## src/include/t1_sig_pkg.sv

```systemverilog
// constants for the T1 transmit signaling and per-slot control block
package t1_sig_pkg;

	// ----------------------------------------------------------------
	// microport map
	// ----------------------------------------------------------------
	localparam logic [3:0] PAGE_TX_SIG_LO    = 4'h5;   // channels 1 to 16
	localparam logic [3:0] PAGE_TX_SIG_HI    = 4'h6;   // channels 17 to 24
	localparam logic [3:0] PAGE_SLOT_CTRL_LO = 4'h7;   // slots 1 to 16
	localparam logic [3:0] PAGE_SLOT_CTRL_HI = 4'h8;   // slots 17 to 24
	localparam logic [4:0] ADDR_WORD_BASE    = 5'h10;  // first word of a page
	localparam int         WORDS_LO_PAGE     = 16;
	localparam int         NUM_CHANNELS      = 24;

	// ----------------------------------------------------------------
	// reset values
	// ----------------------------------------------------------------
	localparam logic [3:0] TX_SIG_RESET      = 4'h0;
	localparam logic [7:0] SLOT_CTRL_RESET   = 8'h00;

	// ----------------------------------------------------------------
	// per-slot control word fields
	// ----------------------------------------------------------------
	localparam int BIT_MESSAGE_INSERT_EN    = 7;
	localparam int BIT_CHANNEL_INVERT       = 6;
	localparam int BIT_REMOTE_SLOT_LOOPBACK = 5;
	localparam int BIT_LOCAL_SLOT_LOOPBACK  = 4;
	localparam int BIT_LINE_TEST_INSERT     = 3;
	localparam int BIT_BACKPLANE_TEST_SEL   = 2;
	localparam int BIT_SIGNALING_SOURCE_SEL = 1;
	localparam int BIT_NO_ROBBED_BIT        = 0;

	// ----------------------------------------------------------------
	// signaling word fields and superframe positions (frame index from 0)
	// ----------------------------------------------------------------
	localparam int         BIT_SIG_A      = 3;
	localparam int         BIT_SIG_B      = 2;
	localparam int         BIT_SIG_C      = 1;
	localparam int         BIT_SIG_D      = 0;
	localparam int         ROBBED_BIT_POS = 0;     // bit position 8 is the lsb
	localparam logic [4:0] FRAME_SIG_A    = 5'h05; // 6th frame
	localparam logic [4:0] FRAME_SIG_B    = 5'h0b; // 12th frame
	localparam logic [4:0] FRAME_SIG_C    = 5'h11; // 18th frame
	localparam logic [4:0] FRAME_SIG_D    = 5'h17; // 24th frame

	// ----------------------------------------------------------------
	// buffering
	// ----------------------------------------------------------------
	localparam int TX_FIFO_DEPTH = 8;
	localparam int BYTE_WIDTH    = 8;

endpackage : t1_sig_pkg

```

## src/design/byte_fifo.sv

```systemverilog
// small synchronous fifo with registered output stage
`timescale 1ns/100ps
module byte_fifo
	import t1_sig_pkg::*;
#(
	parameter int WIDTH = BYTE_WIDTH,
	parameter int DEPTH = TX_FIFO_DEPTH
) (
	input  wire logic             core_clk_in,   // system clock
	input  wire logic             sys_rst_in,    // synchronous reset, high
	input  wire logic             in_valid_in,   // write request
	input  wire logic [WIDTH-1:0] in_data_in,    // write data
	output logic                  in_ready_out,  // room for a word
	output logic                  out_valid_out, // output word present
	output logic      [WIDTH-1:0] out_data_out,  // output word
	input  wire logic             out_ready_in   // consumer takes word
);

	localparam int PW = $clog2(DEPTH);

	logic [WIDTH-1:0] mem [DEPTH];
	logic [PW-1:0]    wr_ptr;
	logic [PW-1:0]    rd_ptr;
	logic [PW:0]      count;
	logic [PW:0]      next_count;
	logic             push;
	logic             pop;

	// handshakes on both sides; output stage refills when empty or taken
	assign push       = in_valid_in & in_ready_out;
	assign pop        = (count != '0) & (~out_valid_out | out_ready_in);
	assign next_count = count + (PW+1)'(push) - (PW+1)'(pop);

	// storage write
	always_ff @(posedge core_clk_in) begin
		if (push) begin
			mem[wr_ptr] <= in_data_in;
		end
	end

	// pointers, count and room flag
	always_ff @(posedge core_clk_in) begin
		if (sys_rst_in) begin
			wr_ptr       <= '0;
			rd_ptr       <= '0;
			count        <= '0;
			in_ready_out <= 1'b0;
		end else begin
			wr_ptr       <= push ? PW'(wr_ptr + 1'b1) : wr_ptr;
			rd_ptr       <= pop ? PW'(rd_ptr + 1'b1) : rd_ptr;
			count        <= next_count;
			in_ready_out <= (next_count != (PW+1)'(DEPTH));
		end
	end

	// registered output word
	always_ff @(posedge core_clk_in) begin
		if (sys_rst_in) begin
			out_valid_out <= 1'b0;
			out_data_out  <= '0;
		end else if (pop) begin
			out_valid_out <= 1'b1;
			out_data_out  <= mem[rd_ptr];
		end else if (out_ready_in) begin
			out_valid_out <= 1'b0;
		end
	end

endmodule : byte_fifo

```

## src/design/t1_tx_signaling_timeslot_ctrl.sv

```systemverilog
// T1 transmit robbed-bit signaling and per-time-slot control
`timescale 1ns/100ps
module t1_tx_signaling_timeslot_ctrl
	import t1_sig_pkg::*;
#(
	parameter int CHANNELS = NUM_CHANNELS,
	parameter int FIFO_DEPTH = TX_FIFO_DEPTH
) (
	input  wire logic       core_clk_in,           // 100 MHz system clock
	input  wire logic       sys_rst_in,            // synchronous reset, high
	// microport
	input  wire logic [3:0] mp_page_in,            // register page
	input  wire logic [4:0] mp_addr_in,            // in-page address
	input  wire logic       mp_wr_in,              // write strobe, one cycle
	input  wire logic       mp_rd_in,              // read strobe, one cycle
	input  wire logic [7:0] mp_wdata_in,           // write data
	output logic      [7:0] mp_rdata_out,          // read data
	output logic            mp_rvalid_out,         // read data valid pulse
	// framer timing and global controls
	input  wire logic       slot_strobe_in,        // one pulse per channel slot
	input  wire logic [4:0] slot_num_in,           // slot 0 to 23
	input  wire logic [4:0] frame_num_in,          // frame in superframe, from 0
	input  wire logic       esf_mode_in,           // 1 ESF, 0 D4
	input  wire logic       nibble_select_in,      // serial signaling nibble
	input  wire logic       test_pattern_sel_in,   // 1 milliwatt, 0 PRBS
	// slot byte streams
	input  wire logic [7:0] serial_data_in,        // backplane transmit byte
	input  wire logic [7:0] serial_control_in,     // backplane control byte
	input  wire logic [7:0] rx_line_in,            // received line byte
	input  wire logic [7:0] tx_message_in,         // transmit message byte
	input  wire logic [7:0] prbs_gen_in,           // PRBS generator byte
	input  wire logic [7:0] milliwatt_in,          // milliwatt generator byte
	// outputs
	output logic            slot_ready_out,        // block can take a slot
	output logic      [7:0] tx_line_out,           // line transmit byte
	output logic            tx_line_valid_out,     // line byte present
	input  wire logic       tx_line_ready_in,      // line side takes byte
	output logic      [7:0] serial_data_out,       // backplane receive byte
	output logic            serial_data_valid_out, // receive byte valid pulse
	output logic      [7:0] rx_loop_out,           // byte looped into receive
	output logic            rx_loop_valid_out,     // loop byte valid pulse
	output logic      [7:0] prbs_det_out,          // byte to PRBS detector
	output logic            prbs_det_valid_out     // detector byte valid
);

	// ----------------------------------------------------------------
	// register storage
	// ----------------------------------------------------------------
	logic [3:0] tx_sig_word   [CHANNELS];
	logic [7:0] slot_ctrl_word[CHANNELS];

	// ----------------------------------------------------------------
	// microport decode
	// ----------------------------------------------------------------
	logic       addr_in_page;
	logic [3:0] addr_index;
	logic       page_sig_lo;
	logic       page_sig_hi;
	logic       page_ctl_lo;
	logic       page_ctl_hi;
	logic       hi_index_ok;
	logic       sig_hit;
	logic       ctl_hit;
	logic [4:0] word_channel;
	logic [7:0] read_value;

	// upper page holds only eight words; the rest are unused
	assign addr_in_page = (mp_addr_in[4] == ADDR_WORD_BASE[4]);
	assign addr_index   = mp_addr_in[3:0];
	assign hi_index_ok  = (5'(addr_index) + 5'(WORDS_LO_PAGE)) < 5'(CHANNELS);
	assign page_sig_lo  = (mp_page_in == PAGE_TX_SIG_LO);
	assign page_sig_hi  = (mp_page_in == PAGE_TX_SIG_HI);
	assign page_ctl_lo  = (mp_page_in == PAGE_SLOT_CTRL_LO);
	assign page_ctl_hi  = (mp_page_in == PAGE_SLOT_CTRL_HI);
	assign sig_hit      = addr_in_page & (page_sig_lo | (page_sig_hi & hi_index_ok));
	assign ctl_hit      = addr_in_page & (page_ctl_lo | (page_ctl_hi & hi_index_ok));
	assign word_channel = (page_sig_hi | page_ctl_hi) ?
		5'(5'(addr_index) + 5'(WORDS_LO_PAGE)) : 5'(addr_index);

	// read data selection, unused bits and addresses read zero
	assign read_value = sig_hit ? {4'h0, tx_sig_word[word_channel]} :
		ctl_hit ? slot_ctrl_word[word_channel] : 8'h00;

	// register writes
	always_ff @(posedge core_clk_in) begin
		if (sys_rst_in) begin
			for (int i = 0; i < CHANNELS; i++) begin
				tx_sig_word[i]    <= TX_SIG_RESET;
				slot_ctrl_word[i] <= SLOT_CTRL_RESET;
			end
		end else if (mp_wr_in) begin
			if (sig_hit) begin
				tx_sig_word[word_channel] <= mp_wdata_in[3:0];
			end
			if (ctl_hit) begin
				slot_ctrl_word[word_channel] <= mp_wdata_in;
			end
		end
	end

	// read answer one cycle after the strobe
	always_ff @(posedge core_clk_in) begin
		if (sys_rst_in) begin
			mp_rdata_out  <= 8'h00;
			mp_rvalid_out <= 1'b0;
		end else begin
			mp_rdata_out  <= mp_rd_in ? read_value : mp_rdata_out;
			mp_rvalid_out <= mp_rd_in;
		end
	end

	// ----------------------------------------------------------------
	// current slot controls
	// ----------------------------------------------------------------
	logic       slot_valid;
	logic [7:0] ctl;
	logic       message_insert_en;
	logic       channel_invert;
	logic       remote_slot_loopback;
	logic       local_slot_loopback;
	logic       line_test_insert;
	logic       backplane_test_sel;
	logic       signaling_source_sel;
	logic       no_robbed_bit;

	assign slot_valid = slot_num_in < 5'(CHANNELS);
	assign ctl        = slot_valid ? slot_ctrl_word[slot_num_in] : SLOT_CTRL_RESET;

	// control fields of the slot now passing
	assign message_insert_en    = ctl[BIT_MESSAGE_INSERT_EN];
	assign channel_invert       = ctl[BIT_CHANNEL_INVERT];
	assign remote_slot_loopback = ctl[BIT_REMOTE_SLOT_LOOPBACK];
	assign local_slot_loopback  = ctl[BIT_LOCAL_SLOT_LOOPBACK];
	assign line_test_insert     = ctl[BIT_LINE_TEST_INSERT];
	assign backplane_test_sel   = ctl[BIT_BACKPLANE_TEST_SEL];
	assign signaling_source_sel = ctl[BIT_SIGNALING_SOURCE_SEL];
	assign no_robbed_bit        = ctl[BIT_NO_ROBBED_BIT];

	// ----------------------------------------------------------------
	// signaling nibble and robbed bit
	// ----------------------------------------------------------------
	logic [3:0] serial_nibble;
	logic [3:0] ram_nibble;
	logic [3:0] sig_nibble;
	logic       frame_a;
	logic       frame_b;
	logic       frame_c;
	logic       frame_d;
	logic       rob_frame;
	logic       rob_value;

	// serial byte of this slot, nibble picked by the global select
	assign serial_nibble = nibble_select_in ? serial_control_in[7:4] :
		serial_control_in[3:0];
	assign ram_nibble    = slot_valid ? tx_sig_word[slot_num_in] : TX_SIG_RESET;
	assign sig_nibble    = signaling_source_sel ? ram_nibble : serial_nibble;

	// frames that carry signaling; D4 has only twelve frames
	assign frame_a   = (frame_num_in == FRAME_SIG_A);
	assign frame_b   = (frame_num_in == FRAME_SIG_B);
	assign frame_c   = esf_mode_in & (frame_num_in == FRAME_SIG_C);
	assign frame_d   = esf_mode_in & (frame_num_in == FRAME_SIG_D);
	assign rob_frame = (frame_a | frame_b | frame_c | frame_d) & ~no_robbed_bit;
	assign rob_value = frame_a ? sig_nibble[BIT_SIG_A] :
		frame_b ? sig_nibble[BIT_SIG_B] :
		frame_c ? sig_nibble[BIT_SIG_C] :
		sig_nibble[BIT_SIG_D];

	// ----------------------------------------------------------------
	// transmit byte
	// ----------------------------------------------------------------
	logic [7:0] backplane_byte;
	logic [7:0] test_byte;
	logic [7:0] tx_source;
	logic [7:0] tx_byte;

	// backplane data inverted per channel before the line
	assign backplane_byte = channel_invert ? ~serial_data_in : serial_data_in;
	assign test_byte      = test_pattern_sel_in ? milliwatt_in : prbs_gen_in;

	// source priority: test, remote loop, message, backplane
	assign tx_source = line_test_insert ? test_byte :
		remote_slot_loopback ? rx_line_in :
		message_insert_en ? tx_message_in :
		backplane_byte;

	// robbed bit replaces bit position 8 in signaling frames
	always_comb begin
		tx_byte = tx_source;
		if (rob_frame) begin
			tx_byte[ROBBED_BIT_POS] = rob_value;
		end
	end

	// ----------------------------------------------------------------
	// receive side byte
	// ----------------------------------------------------------------
	logic [7:0] rx_source;
	logic [7:0] rx_byte;
	logic       rx_milliwatt;
	logic       rx_to_detector;
	logic       slot_take;

	// local loop replaces the received slot with the transmit slot
	assign rx_source      = local_slot_loopback ? tx_byte : rx_line_in;
	assign rx_milliwatt   = backplane_test_sel & test_pattern_sel_in;
	assign rx_to_detector = backplane_test_sel & ~test_pattern_sel_in;
	assign rx_byte        = rx_milliwatt ? milliwatt_in :
		channel_invert ? ~rx_source : rx_source;

	// a slot is taken only while the line fifo has room
	assign slot_take = slot_strobe_in & slot_valid & slot_ready_out;

	// backplane, loop and detector outputs
	always_ff @(posedge core_clk_in) begin
		if (sys_rst_in) begin
			serial_data_out       <= 8'h00;
			serial_data_valid_out <= 1'b0;
			rx_loop_out           <= 8'h00;
			rx_loop_valid_out     <= 1'b0;
			prbs_det_out          <= 8'h00;
			prbs_det_valid_out    <= 1'b0;
		end else begin
			serial_data_out       <= slot_take ? rx_byte : serial_data_out;
			serial_data_valid_out <= slot_take;
			rx_loop_out           <= slot_take ? rx_source : rx_loop_out;
			rx_loop_valid_out     <= slot_take & local_slot_loopback;
			prbs_det_out          <= slot_take ? rx_line_in : prbs_det_out;
			prbs_det_valid_out    <= slot_take & rx_to_detector;
		end
	end

	// ----------------------------------------------------------------
	// line fifo
	// ----------------------------------------------------------------
	logic fifo_in_ready;

	// ready mirrors the fifo's registered room flag
	assign slot_ready_out = fifo_in_ready;

	byte_fifo #(
		.WIDTH (BYTE_WIDTH),
		.DEPTH (FIFO_DEPTH)
	) u_tx_fifo (
		.core_clk_in   (core_clk_in),
		.sys_rst_in    (sys_rst_in),
		.in_valid_in   (slot_take),
		.in_data_in    (tx_byte),
		.in_ready_out  (fifo_in_ready),
		.out_valid_out (tx_line_valid_out),
		.out_data_out  (tx_line_out),
		.out_ready_in  (tx_line_ready_in)
	);

endmodule : t1_tx_signaling_timeslot_ctrl

```

## config.mk

```make
export PLATFORM = sky130hd
export DESIGN_NAME = t1_tx_signaling_timeslot_ctrl
export DESIGN_NICKNAME = d
export VERILOG_FILES = /design/src/include/t1_sig_pkg.sv /design/src/design/byte_fifo.sv /design/src/design/t1_tx_signaling_timeslot_ctrl.sv
export SDC_FILE = /design/constraint.sdc
export NUM_CORES = 1
export LEC_CHECK = 0
export BUFFER_PORTS_ARGS = -buffer_cell sky130_fd_sc_hd__buf_4
export CORE_UTILIZATION = 30
export CTS_CLUSTER_DIAMETER = 30
export DETAILED_ROUTE_END_ITERATION = 10
export GPL_TIMING_DRIVEN = 0
export PLACE_DENSITY = 0.48
export RECOVER_POWER = 50
export SETUP_SLACK_MARGIN = 0.15
export SYNTH_ARGS = -nofsm -noshare
export SYNTH_HDL_FRONTEND = slang
export SYNTH_SLANG_ARGS = --single-unit
```

## constraint.sdc

```tcl
create_clock -name core_clk_in -period 3 [get_ports core_clk_in]
set_input_delay 0.15 -clock core_clk_in [delete_from_list [all_inputs] [get_ports core_clk_in]]
set_output_delay 0.15 -clock core_clk_in [all_outputs]
set_load 0.05 [all_outputs]
```

==> out/qor.csv, run 1 <==
stage,metric,value,unit
setup_path,worst-path-stages,7,
pwr,worst_ir_drop_vdd,0.000492,V
synth,synth_warnings,0,
setup_path,r2r_end,serial_data_out[7],
die,initial_utilization,30.4,%
cts,cts_tree,built,
synth,synth-edff-count,448,
setup_path,critical-path-max-stage-delay,0.64,ns
setup_path,endpoint_kind,register,
setup_path,critical_path_class,input pin to register,
routing,detail_route.wl_per_cell,27.2,um
run_status,result_of_the_run,"finished, violations left",
routing,count_of_unresolved_drc_violations_after_routing,0,
global_routing,global_route_wire_length_before_repair,130000,um
cts,cts_made_buffers,111,
setup_path,critPathRequiredTime,3.35,ns
job,cap_viol_max_count,0,
setup_path,timing.critical_path.arrival,3.47,ns
setup_path,worstPathBufferInverterCount,3,
routing,vias,18100,
setup_path,cp_top_family,buffers and inverters,
timing,post_route_minimum_period,3.12,ns
final_layout,insertedDiodeCount,0,
hold_path,hold_path_end,mp_rdata_out[2],
global_routing,grt_start_max_net_pins,20,
timing,finalClockSkew,0.0318,ns
cts,worst_skew_late_latency,0.66,ns
final_layout,layoutNonFillerInstCount,3411,
setup_path,worstPathMaxFanout,10,
synth,yosys-top-cells-count,"sky130_fd_sc_hd__edfxtp_1, sky130_fd_sc_hd__and2_1, sky130_fd_sc_hd__mux4_2",
routing,drtPass1Iterations,5,
die,die_area,86200,um^2
setup_path,sequence_of_cells_on_the_critical_path,clkbuf_1 -> clkbuf_2 -> clkbuf_2 -> nor2b_1 -> nand2_1 -> nor2_2 -> or2_2,
setup_path,rr_startpoint,slot_ctrl_word[15][3],
synth,synth_seq_area_share,57.1,%
synth,syn-mean-instance-area,14.1,um^2
hold_path,hold_path_depth,4,
timing,finalSetupViolCount,33,
global_routing,grt_overflow_total,0,
synth,synth_largest_area_cell,sky130_fd_sc_hd__edfxtp_1,
setup_path,worstRegToRegCells,11,
placed_design,io_buffers,121,
routing,first_iter_violations,1819,
global_routing,grtUsageTotal,21.3,%
synth,synth_most_common_cell,sky130_fd_sc_hd__edfxtp_1,
die,core_region_area,84000,um^2
final_layout,final_nets,2275,
die,core.rowCount,106,
final_layout,areaGrowthSynthToFinish,30.9,%
die,io-pin-count,130,
timing,clock.fmax,320,MHz
timing,finalSetupTns,-2.32,ns
final_layout,post_route_cells_drive_above_1_share,29.6,%
final_layout,fill_cells,7880,
cts,cts.clk_slew.worst_paths,0.04,ns
run_status,violations,setup timing,
placed_design,place.gp.congestion,0.976,
synth,post_synth_instance_area,25500,um^2
synth,netlist_instances,1810,
setup_path,startpoint_type,input pin,
pwr,static-leakage-power,11.7,nW
synth,post_synth_main_area_contributors,"sky130_fd_sc_hd__edfxtp_1, sky130_fd_sc_hd__mux4_2, sky130_fd_sc_hd__and2_1, sky130_fd_sc_hd__dfxtp_1, sky130_fd_sc_hd__mux2i_1",
cts,numClockSinks,504,
die,die_height,294,um
synth,post_synth_num_cell_types,82,
timing,timing_worst_slew_pin_value,1.35,ns
placed_design,dp.cells,3165,
hold_path,holdCritPathClass,input pin to register,
final_layout,final_core_utilization,39.8,%
setup_path,timing.critical_path.slowest_stage_cell,sky130_fd_sc_hd__clkbuf_1,
pwr,powerDensity,766,nW/um^2
synth,ys_ff_latch,504,
global_routing,grt_antenna_before_repair,2,
global_routing,first_global_vias,18300,
hold_path,holdCritStartpoint,mp_addr_in[4],
cts,clock-root-buffer,sky130_fd_sc_hd__clkbuf_16,
synth,netlist.area_leader.share,52.7,%
cts,htreeDepth,3,
timing,hold_violations,0,
timing,timing.final.ws_setup,-0.122,ns
timing,unrepaired_setup_endpoints_after_global_routing,yes,
setup_path,timing.reg2reg.setup_slack,0.04,ns
timing,relSlewSlack,8.48,%
timing,final_min_period_over_clock_period,104,%
pwr,power.total,25.6,mW
synth,dominantRegCellSynth,sky130_fd_sc_hd__edfxtp_1,
routing,routed_wl,92700,um
placed_design,post_detailed_placement_half_perimeter_wirelength,67800,um
die,die_w,294,um
setup_path,cp_dominant_cell_by_count,sky130_fd_sc_hd__clkbuf_2,
routing,ant_nets,0,
routing,vias_per_cell,5.29,
cts,cts_buffer_depth,3,
synth,synthArstFlopShare,0,%
timing,slew_violations,0,
[worst reg2reg max path: stages, from the launching register on]
cell	delay [ns]
sky130_fd_sc_hd__edfxtp_1	0.37
sky130_fd_sc_hd__mux4_2	0.56
sky130_fd_sc_hd__a22o_1	0.27
sky130_fd_sc_hd__buf_6	0.12
sky130_fd_sc_hd__or3_4	0.32
sky130_fd_sc_hd__buf_6	0.15
sky130_fd_sc_hd__buf_12	0.13
sky130_fd_sc_hd__buf_4	0.13
sky130_fd_sc_hd__a2111oi_4	0.24
sky130_fd_sc_hd__or2_1	0.19
sky130_fd_sc_hd__o211ai_1	0.16
sky130_fd_sc_hd__a211oi_1	0.23
[layer usage]
metal / part of all wire [%] / global-route usage (%) / wire length [um] / vias to the layer above
li1: - / - / - / 7720
met3: 8.6 / 5.01 / 7960 / 159
met5: 0 / 0 / 0 / -
met4: 3.0 / 7.01 / 2740 / 0
met2: 48 / 35.2 / 44400 / 877
met1: 41 / 27.3 / 37600 / 9305
[repair_timing]
item                                    4_1_cts  5_1_grt
buffers inserted                             11        8
hold buffers                                 20        0
pin swaps                                    19       30
resized for setup                           145      100
endpoints found under the hold margin       129        0
endpoints found under the setup margin      667      149
gates cloned                                  0        2
[layout by cell type, fill, tap and decap left out, types with 21 or more instances in the layout]
| cell | netlist | layout |
|---|---|---|
| sky130_fd_sc_hd__a21oi_1 | 43 | 37 |
| sky130_fd_sc_hd__and2_0 | 0 | 120 |
| sky130_fd_sc_hd__and2_1 | 289 | 168 |
| sky130_fd_sc_hd__buf_4 | 5 | 90 |
| sky130_fd_sc_hd__bufinv_16 | 0 | 23 |
| sky130_fd_sc_hd__clkbuf_1 | 83 | 132 |
| sky130_fd_sc_hd__clkbuf_16 | 0 | 117 |
| sky130_fd_sc_hd__conb_1 | 1 | 96 |
| sky130_fd_sc_hd__dfxtp_1 | 56 | 56 |
| sky130_fd_sc_hd__edfxtp_1 | 448 | 448 |
| sky130_fd_sc_hd__inv_1 | 21 | 21 |
| sky130_fd_sc_hd__mux2i_1 | 66 | 62 |
| sky130_fd_sc_hd__mux4_2 | 169 | 169 |
| sky130_fd_sc_hd__nand2_1 | 73 | 73 |
| sky130_fd_sc_hd__nand3_1 | 26 | 23 |
| sky130_fd_sc_hd__nor2_1 | 130 | 112 |
| sky130_fd_sc_hd__or2_2 | 49 | 49 |
[per-stage QoR]
step | area, um^2 | hold slack [ns] | worst slack (ns)
5_1_grt | 33400 | 0.0220 | -0.0595
2_1_floorplan | 25900 | 0.231 | 0.182
3_5_place_dp | 28200 | 0.436 | -1.90
4_1_cts | 33200 | 0.0231 | 0.0690
3_3_place_gp | 28200 | 0.431 | -1.82
6_report | 33400 | 0.0139 | -0.122
[logic make-up after synthesis]
family / synth area share [%]
AO/OA/AOI/OAI: 6.68
XOR/XNOR: 0.275
adder cells (fa/ha/maj): 0.422
buffers and inverters: 2.98
flip-flops: 57.1
multiplexers: 18.5
other: 0.0147
AND/OR/NAND/NOR: 14.0
[worst max path at each step]
| stage | startpoint | to | slack, ns |
|---|---|---|---|
| after floorplan | slot_num_in[0] | u_tx_fifo.mem[0][0] | 0.18 |
| after global placement | mp_addr_in[1] | slot_ctrl_word[6][0] | -1.82 |
| after detailed placement | mp_addr_in[1] | slot_ctrl_word[6][2] | -1.90 |
| after CTS | slot_ctrl_word[15][3] | serial_data_out[3] | 0.07 |
| after global routing | slot_num_in[1] | serial_data_out[7] | -0.06 |
| final | mp_addr_in[1] | slot_ctrl_word[1][6] | -0.12 |
[layout make-up]
| class | count | area (um^2) | share of cell area, % |
|---|---|---|---|
| flip-flops and latches | 504 | 14600 | 43.7 |
| multi-input cells | 1245 | 11300 | 33.9 |
| plain buffers | 132 | 812 | 2.43 |
| clock buffers | 127 | 2970 | 8.91 |
| repair buffers | 167 | 1130 | 3.38 |
| inverters | 22 | 82.6 | 0.247 |
| clock inverters | 80 | 1090 | 3.26 |
| well taps | 1134 | 1420 | 4.25 |
[registers in the layout, summed over array words and instances, names as in the netlist, 4 cells and up]
register                flops
u_tx_fifo.out_data_out      8
u_tx_fifo.count             4
u_tx_fifo.mem              64
mp_rdata_out                8
tx_sig_word               128
prbs_det_out                8
serial_data_out             8
rx_loop_out                 8
slot_ctrl_word            256
[power by group]
group	switching, mW	internal (mW)
combinational	2.53	1.49
clock	4.04	9.05
sequential	0.242	8.22
(Power assumes the default switching activity.)
==> run 2: changes to the inputs <==
--- a/config.mk
+++ b/config.mk
@@ -6,11 +6,13 @@
 export NUM_CORES = 1
 export LEC_CHECK = 0
 export BUFFER_PORTS_ARGS = -buffer_cell sky130_fd_sc_hd__buf_4
+export CELL_PAD_IN_SITES_DETAIL_PLACEMENT = 0
+export CELL_PAD_IN_SITES_GLOBAL_PLACEMENT = 1
 export CORE_UTILIZATION = 30
 export CTS_CLUSTER_DIAMETER = 30
 export DETAILED_ROUTE_END_ITERATION = 10
 export GPL_TIMING_DRIVEN = 0
-export PLACE_DENSITY = 0.48
+export PLACE_DENSITY = 0.55
 export RECOVER_POWER = 50
 export SETUP_SLACK_MARGIN = 0.15
 export SYNTH_ARGS = -nofsm -noshare
==> run 2 against run 1 <==
  * The flow now finishes without violations
  * Clock-buffer cell count grew 25
  * Global-route usage grew 0.64 points
  * Wire length grew 1.9%
  * First-iteration DRC count shrank 13%
  * Worst setup slack gained 0.14 ns
  * Die area is the same
  * Sequential share of layout area shrank 0.55 points
  * Register-to-register slack lost 0.02 ns
  * Non-clock buffer count shrank 5
  * Via count shrank 0.69%
  * Largest cell class unchanged
  * Largest power group unchanged
==> out/qor.csv, run 2 (same netlist as run 1, synthesis figures left out) <==
stage,metric,value,unit
timing,clock.fmax,335,MHz
timing,timing_worst_slew_pin_value,1.40,ns
global_routing,grt_overflow_total,0,
pwr,part_of_the_total_power_dissipated_in_the_clock_network,54.1,%
timing,slew_violations,0,
cts,worst_skew_late_latency,0.70,ns
die,core.rowCount,106,
timing,finalClockSkew,0.0199,ns
placed_design,dpl_cell_area,28300,um^2
cts,cts_made_buffers,132,
pwr,static-leakage-power,11.9,nW
setup_path,timing.reg2reg.setup_slack,0.02,ns
final_layout,insertedDiodeCount,0,
global_routing,grt_antenna_before_repair,3,
pwr,power.switching,7.25,mW
cts,cts_tree,built,
timing,hold_violations,0,
routing,vias,17900,
run_status,result_of_the_run,completed,
timing,finalSetupViolCount,0,
placed_design,dp.cells,3163,
placed_design,place.gp.congestion,0.920,
routing,drtPass1Iterations,5,
setup_path,startpoint_type,register,
cts,numClockSinks,504,
die,io-pin-count,130,
die,die_area,86200,um^2
final_layout,layout.cells.most_common,sky130_fd_sc_hd__edfxtp_1,
cts,htreeDepth,4,
placed_design,io_buffers,121,
setup_path,timing.critical_path.arrival,3.60,ns
timing,unrepaired_setup_endpoints_after_global_routing,yes,
routing,routed_wl,94400,um
routing,detail_route.wl_per_cell,27.5,um
final_layout,final_core_utilization,40.3,%
setup_path,worstPathMaxFanout,10,
hold_path,hold_path_depth,5,
pwr,netSwitchingFraction,26.8,%
final_layout,post_route_cells_drive_above_1_share,29.4,%
final_layout,most-common-layout-cells,"sky130_fd_sc_hd__edfxtp_1, sky130_fd_sc_hd__and2_1, sky130_fd_sc_hd__mux4_2, sky130_fd_sc_hd__clkbuf_1, sky130_fd_sc_hd__clkbuf_16",
final_layout,final_nets,2291,
cts,cts.clk_slew.worst_paths,0.04,ns
timing,relSlewSlack,6.49,%
final_layout,layoutNonFillerInstCount,3439,
setup_path,critPathRequiredTime,3.62,ns
hold_path,holdCritPathClass,input pin to register,
final_layout,registers.top_by_ff_count,slot_ctrl_word,
final_layout,reg.largest.list,"slot_ctrl_word: 256 flops, tx_sig_word: 128 flops, u_tx_fifo.mem: 64 flops",
pwr,seq_power_share,31.3,%
setup_path,worstPathBufferInverterCount,1,
global_routing,first_global_vias,18100,
setup_path,sequence_of_cells_on_the_critical_path,mux4_2 -> mux2i_4 -> nor2_4 -> clkbuf_8 -> o31ai_2 -> a2111oi_4 -> or2_1 -> a221o_1 -> a21oi_1,
cts,cts_buffer_depth,3,
routing,count_of_unresolved_drc_violations_after_routing,0,
final_layout,final_design_area_no_fill,33800,um^2
die,initial_utilization,30.4,%
pwr,worst_ir_drop_vdd,0.000484,V
global_routing,grtUsageTotal,21.9,%
hold_path,holdCritStartpoint,milliwatt_in[2],
pwr,power_frac_comb,14.6,%
setup_path,timing.critical_path.slowest_stage_cell,sky130_fd_sc_hd__mux4_2,
setup_path,endpoint_kind,register,
final_layout,areaGrowthSynthToFinish,32.5,%
setup_path,r2r_end,rx_loop_out[2],
routing,vias_per_cell,5.22,
global_routing,global_route_wire_length_before_repair,133000,um
timing,final_min_period_over_clock_period,99.5,%
die,core_region_area,84000,um^2
final_layout,largest_register_ffs,256,
cts,clock-root-buffer,sky130_fd_sc_hd__clkbuf_16,
setup_path,critical-path-max-stage-delay,0.51,ns
hold_path,hold_path_end,serial_data_out[2],
die,die_height,294,um
setup_path,rr_startpoint,slot_ctrl_word[20][6],
routing,first_iter_violations,1590,
placed_design,post_detailed_placement_half_perimeter_wirelength,69100,um
job,cap_viol_max_count,0,
setup_path,cp_top_family,compound AO/OA/AOI/OAI gates,
die,die_w,294,um
pwr,powerDensity,800,nW/um^2
setup_path,critical_path_class,register to register,
routing,ant_nets,0,
global_routing,grt_start_max_net_pins,20,
timing,post_route_minimum_period,2.98,ns
pwr,power_report.internal_total,19.8,mW
setup_path,worstRegToRegCells,9,
## run 2: stage by stage
| step | hold slack (ns) | power, mW | setup TNS (ns) | setup slack, ns |
|---|---|---|---|---|
| after floorplan | 0.231 | 10.9 | 0 | 0.182 |
| after global placement | 0.438 | 12.3 | -735.24 | -1.92 |
| after CTS | 0.000289 | 27.2 | 0 | 0.0358 |
| final | 0.0259 | 27.0 | 0 | 0.0151 |
| after global routing | 0.0230 | 27.8 | -1.62 | -0.0721 |
| after detailed placement | 0.431 | 12.3 | -733.62 | -1.95 |
## run 2: repair_timing
item,4_1_cts,5_1_grt
gates cloned,2,0
buffers inserted,9,2
hold endpoints to repair,137,0
setup endpoints to repair,670,163
gates resized for setup,149,54
pin swaps,36,17
hold buffers,24,0
## run 2: power by group through the flow
stage,combinational (mW),sequential (mW),clock [mW]
final,3.95,8.46,14.6
after floorplan,1.99,8.89,0
after detailed placement,3.74,8.57,0
after global placement,3.71,8.55,0
after CTS,4.03,8.46,14.8
after global routing,4.18,8.51,15.2
## run 2: routing by layer
metal  vias to the layer above  global-route usage [%]  wire length, um
li1                       7761                       -                -
met1                      9230                    29.6            40800
met2                       786                    35.3            44400
met3                       159                    4.09             6340
met4                         0                    7.53             2890
met5                         -                       0                0
## run 2: how the worst max path moves through the flow
stage	end	from	slack, ns	cells past startpoint
CTS	serial_data_out[7]	slot_ctrl_word[15][3]	0.04	10
global route	serial_data_out[6]	slot_ctrl_word[15][3]	-0.07	10
finish	rx_loop_out[2]	slot_ctrl_word[20][6]	0.02	9
global placement	slot_ctrl_word[6][7]	mp_addr_in[1]	-1.92	7
detailed placement	slot_ctrl_word[6][7]	mp_addr_in[1]	-1.95	7
floorplan	u_tx_fifo.mem[0][0]	slot_num_in[0]	0.18	9
## run 2: layout make-up
type | instances | area, um^2
buffer | 133 | 822
clock buffer | 152 | 3440
clock inverter | 88 | 1190
fill | 7939 | 50100
inverter | 22 | 82.6
multi-input combinational | 1245 | 11200
sequential | 504 | 14600
tap | 1134 | 1420
timing repair buffer | 161 | 1100
## run 2: worst register-to-register path: stages, from the launching register on
cell and delay [ns]:
sky130_fd_sc_hd__edfxtp_1 0.41, sky130_fd_sc_hd__mux4_2 0.51, sky130_fd_sc_hd__mux2i_4 0.28, sky130_fd_sc_hd__nor2_4 0.12, sky130_fd_sc_hd__clkbuf_8 0.23, sky130_fd_sc_hd__o31ai_2 0.44
sky130_fd_sc_hd__a2111oi_4 0.17, sky130_fd_sc_hd__or2_1 0.26, sky130_fd_sc_hd__a221o_1 0.33, sky130_fd_sc_hd__a21oi_1 0.14
==> run 3: changes to the inputs <==
--- a/config.mk
+++ b/config.mk
@@ -8,13 +8,14 @@
 export BUFFER_PORTS_ARGS = -buffer_cell sky130_fd_sc_hd__buf_4
 export CELL_PAD_IN_SITES_DETAIL_PLACEMENT = 0
 export CELL_PAD_IN_SITES_GLOBAL_PLACEMENT = 1
-export CORE_UTILIZATION = 30
+export CORE_UTILIZATION = 56
 export CTS_CLUSTER_DIAMETER = 30
 export DETAILED_ROUTE_END_ITERATION = 10
 export GPL_TIMING_DRIVEN = 0
-export PLACE_DENSITY = 0.55
+export PLACE_DENSITY = 0.88
 export RECOVER_POWER = 50
 export SETUP_SLACK_MARGIN = 0.15
 export SYNTH_ARGS = -nofsm -noshare
 export SYNTH_HDL_FRONTEND = slang
+export SYNTH_HIERARCHICAL = 1
 export SYNTH_SLANG_ARGS = --single-unit
==> constraint.sdc (replaced) <==
create_clock -name core_clk_in -period 3.8 [get_ports core_clk_in]
set_input_delay 0.19 -clock core_clk_in [delete_from_list [all_inputs] [get_ports core_clk_in]]
set_output_delay 0.19 -clock core_clk_in [all_outputs]
set_load 0.05 [all_outputs]
==> run 3 against run 2 <==
  * Cell count shrank 17%
  * Clock power shrank 35%
  * Non-clock buffer count shrank 20
  * Die area shrank 46%
  * Worst hold slack lost 0.0092 ns
  * Synthesized area is essentially flat
  * Global-route usage grew 15 points
  * Critical path type is now input pin to register
  * Largest power group unchanged
==> out/qor.csv, run 3 <==
stage,metric,value,unit
run_status,result_of_the_run,completed,
timing,slew_violations,0,
final_layout,reg.largest.list,"slot_ctrl_word: 256 flops, tx_sig_word: 128 flops, u_tx_fifo/mem: 64 flops",
synth,syn-mean-instance-area,14.1,um^2
final_layout,final_nets,2254,
cts,numClockSinks,504,
synth,post_synth_main_area_contributors,"sky130_fd_sc_hd__edfxtp_1, sky130_fd_sc_hd__mux4_2, sky130_fd_sc_hd__and2_1, sky130_fd_sc_hd__dfxtp_1, sky130_fd_sc_hd__mux2i_1",
routing,vias,18200,
timing,unrepaired_setup_endpoints_after_global_routing,no,
synth,synth_seq_area_share,57.1,%
die,die_w,216,um
synth,synthArstFlopShare,0,%
setup_path,timing.critical_path.slowest_stage_cell,sky130_fd_sc_hd__clkbuf_1,
setup_path,worstRegToRegCells,7,
setup_path,critical_path_class,input pin to register,
pwr,static-leakage-power,11.2,nW
die,initial_utilization,57.2,%
setup_path,critPathRequiredTime,4.11,ns
timing,finalClockSkew,0.0336,ns
cts,worst_skew_late_latency,0.66,ns
final_layout,fill_cells,3083,
global_routing,grt_start_max_net_pins,20,
final_layout,registers.top_by_ff_count,slot_ctrl_word,
timing,final_min_period_over_clock_period,98.7,%
synth,netlist.area_leader.share,52.7,%
setup_path,rr_startpoint,slot_ctrl_word[22][6],
placed_design,dpl_cell_area,27600,um^2
routing,drtPass1Iterations,6,
synth,yosys-top-cells-count,"sky130_fd_sc_hd__edfxtp_1, sky130_fd_sc_hd__and2_1, sky130_fd_sc_hd__mux4_2",
pwr,netSwitchingFraction,26.8,%
routing,count_of_unresolved_drc_violations_after_routing,0,
pwr,powerDensity,606,nW/um^2
pwr,power_frac_comb,14.8,%
global_routing,grt_antenna_before_repair,1,
synth,synth_most_common_cell,sky130_fd_sc_hd__edfxtp_1,
placed_design,dp.cells,2625,
timing,hold_ws,0.0167,ns
synth,netlist_instances,1816,
final_layout,final_design_area_no_fill,31300,um^2
die,core_region_area,44600,um^2
final_layout,layout.cells.most_common,sky130_fd_sc_hd__edfxtp_1,
final_layout,insertedDiodeCount,0,
setup_path,worstPathBufferInverterCount,3,
timing,relSlewSlack,10.3,%
timing,timing_worst_slew_pin_value,1.35,ns
routing,vias_per_cell,6.40,
die,die_height,216,um
synth,ys_ff_latch,504,
die,core.rowCount,77,
synth,dominantRegCellSynth,sky130_fd_sc_hd__edfxtp_1,
timing,hold_violations,0,
global_routing,grtUsageTotal,36.5,%
pwr,worst_ir_drop_vdd,0.000457,V
timing,post_route_minimum_period,3.75,ns
routing,ant_nets,0,
placed_design,io_buffers,120,
placed_design,place.gp.congestion,0.981,
placed_design,post_detailed_placement_half_perimeter_wirelength,58700,um
setup_path,endpoint_kind,register,
hold_path,holdCritPathClass,input pin to register,
routing,routed_wl,82900,um
cts,cts_buffer_depth,3,
final_layout,areaGrowthSynthToFinish,22.5,%
setup_path,timing.reg2reg.setup_slack,0.29,ns
timing,finalSetupViolCount,0,
setup_path,startpoint,mp_addr_in[1],
final_layout,largest_register_ffs,256,
global_routing,global_route_wire_length_before_repair,120000,um
setup_path,critical-path-max-stage-delay,0.81,ns
cts,cts_made_buffers,101,
job,cap_viol_max_count,0,
cts,cts.clk_slew.worst_paths,0.05,ns
setup_path,sequence_of_cells_on_the_critical_path,clkbuf_1 -> clkbuf_2 -> clkbuf_1 -> nand3_1 -> nor2_1 -> or2_2,
synth,post_synth_num_cell_types,86,
setup_path,worstPathMaxFanout,10,
die,io-pin-count,130,
global_routing,first_global_vias,18300,
final_layout,most-common-layout-cells,"sky130_fd_sc_hd__edfxtp_1, sky130_fd_sc_hd__and2_1, sky130_fd_sc_hd__mux4_2, sky130_fd_sc_hd__clkbuf_1, sky130_fd_sc_hd__nor2_1",
setup_path,startpoint_type,input pin,
final_layout,post_route_cells_drive_above_1_share,23.0,%
synth,post_synth_instance_area,25500,um^2
cts,cts_tree,built,
synth,synth-edff-count,448,
synth,synth_warnings,6,
pwr,power.switching,5.07,mW
synth,synth_largest_area_cell,sky130_fd_sc_hd__edfxtp_1,
timing,clock.fmax,267,MHz
pwr,seq_power_share,35.3,%
pwr,power_report.internal_total,13.9,mW
die,die_area,46400,um^2
setup_path,cp_dominant_cell_by_count,sky130_fd_sc_hd__clkbuf_1,
routing,detail_route.wl_per_cell,29.2,um
cts,clock-root-buffer,sky130_fd_sc_hd__clkbuf_16,
setup_path,crit_end,slot_ctrl_word[11][0],
routing,first_iter_violations,2469,
setup_path,cp_top_family,buffers and inverters,
final_layout,layoutNonFillerInstCount,2840,
setup_path,r2r_end,u_tx_fifo/mem[1][7],
setup_path,timing.critical_path.arrival,4.06,ns
cts,htreeDepth,3,
pwr,part_of_the_total_power_dissipated_in_the_clock_network,49.9,%
global_routing,grt_overflow_total,0,
setup_path,worst-path-stages,6,
[run 3: cell types whose count changed after synthesis, moves of 8 or more]
cell / delta
sky130_fd_sc_hd__nor3_1: +21
sky130_fd_sc_hd__a311oi_1: -13
sky130_fd_sc_hd__clkbuf_1: -13
sky130_fd_sc_hd__o31ai_1: -13
sky130_fd_sc_hd__mux4_2: -23
sky130_fd_sc_hd__o21a_1: -10
sky130_fd_sc_hd__nand3_1: -8
sky130_fd_sc_hd__o21ai_0: +8
sky130_fd_sc_hd__mux4_1: +17
sky130_fd_sc_hd__nand2b_1: +8
sky130_fd_sc_hd__nand2_1: +10
[run 3: timing repair]
action | in CTS | in global routing
setup endpoints to repair | 162 | 77
gates resized for setup | 11 | 13
endpoints found under the hold margin | 131 | 0
buffers inserted | 0 | 0
hold buffers | 26 | 0
[run 3: metrics by stage]
stage / setup WS, ns / power (mW) / TNS [ns] / util (%)
2_1_floorplan: 0.621 / 8.59 / 0 / -
3_3_place_gp: -0.870 / 9.50 / -165.43 / 61.7
3_5_place_dp: -0.886 / 9.57 / -173.05 / 61.8
4_1_cts: 0.151 / 19.0 / 0 / 70.5
5_1_grt: 0.106 / 19.4 / 0 / 70.1
6_report: 0.0509 / 18.9 / 0 / 70.1
[run 3: worst min path at each step]
stage | start | end | cells past startpoint
2_1_floorplan | sys_rst_in | serial_data_valid_out | 1
3_3_place_gp | prbs_det_out[3] | prbs_det_out[3] | 2
3_5_place_dp | prbs_det_out[7] | prbs_det_out[7] | 2
4_1_cts | mp_rd_in | mp_rdata_out[1] | 3
5_1_grt | mp_rd_in | mp_rdata_out[1] | 3
6_report | mp_rd_in | mp_rdata_out[1] | 3
[run 3: logic make-up after synthesis]
kind of cell	Yosys count	share of synthesized area, %
flip-flops	504	57.1
buffers and inverters	150	3.15
other	1	0.0147
XOR/XNOR	13	0.446
adder cells (fa/ha/maj)	8	0.422
AO/OA/AOI/OAI	222	6.31
AND/OR/NAND/NOR	676	14.5
multiplexers	242	18.1
[run 3: power by group through the flow]
stage | sequential [mW] | clock, mW | combinational (mW)
finish | 6.68 | 9.45 | 2.81
global route | 6.71 | 9.72 | 2.95
CTS | 6.68 | 9.46 | 2.85
detailed placement | 6.77 | 0 | 2.80
global placement | 6.74 | 0 | 2.76
floorplan | 7.00 | 0 | 1.59
[run 3: final cells by class]
type | instances | area (um^2) | share of cell area, %
inverter | 24 | 90.1 | 0.288
clock inverter | 77 | 1020 | 3.26
multi-input combinational | 1257 | 10500 | 33.7
timing repair buffer | 149 | 973 | 3.11
buffer | 125 | 727 | 2.33
sequential | 504 | 14600 | 46.6
clock buffer | 112 | 2610 | 8.35
tap | 592 | 741 | 2.37
[run 3: tightest hold or removal path, cell delays in order]
cell and delay [ns]:
sky130_fd_sc_hd__clkbuf_1 0.21, sky130_fd_sc_hd__nor2_1 0.16, sky130_fd_sc_hd__nor3_1 0.05
[run 3: layer usage]
layer	wire, um	global-route usage [%]
met1	30100	44.8
met2	39900	59.8
met3	8490	9.01
met4	4510	19.6
met5	0	0
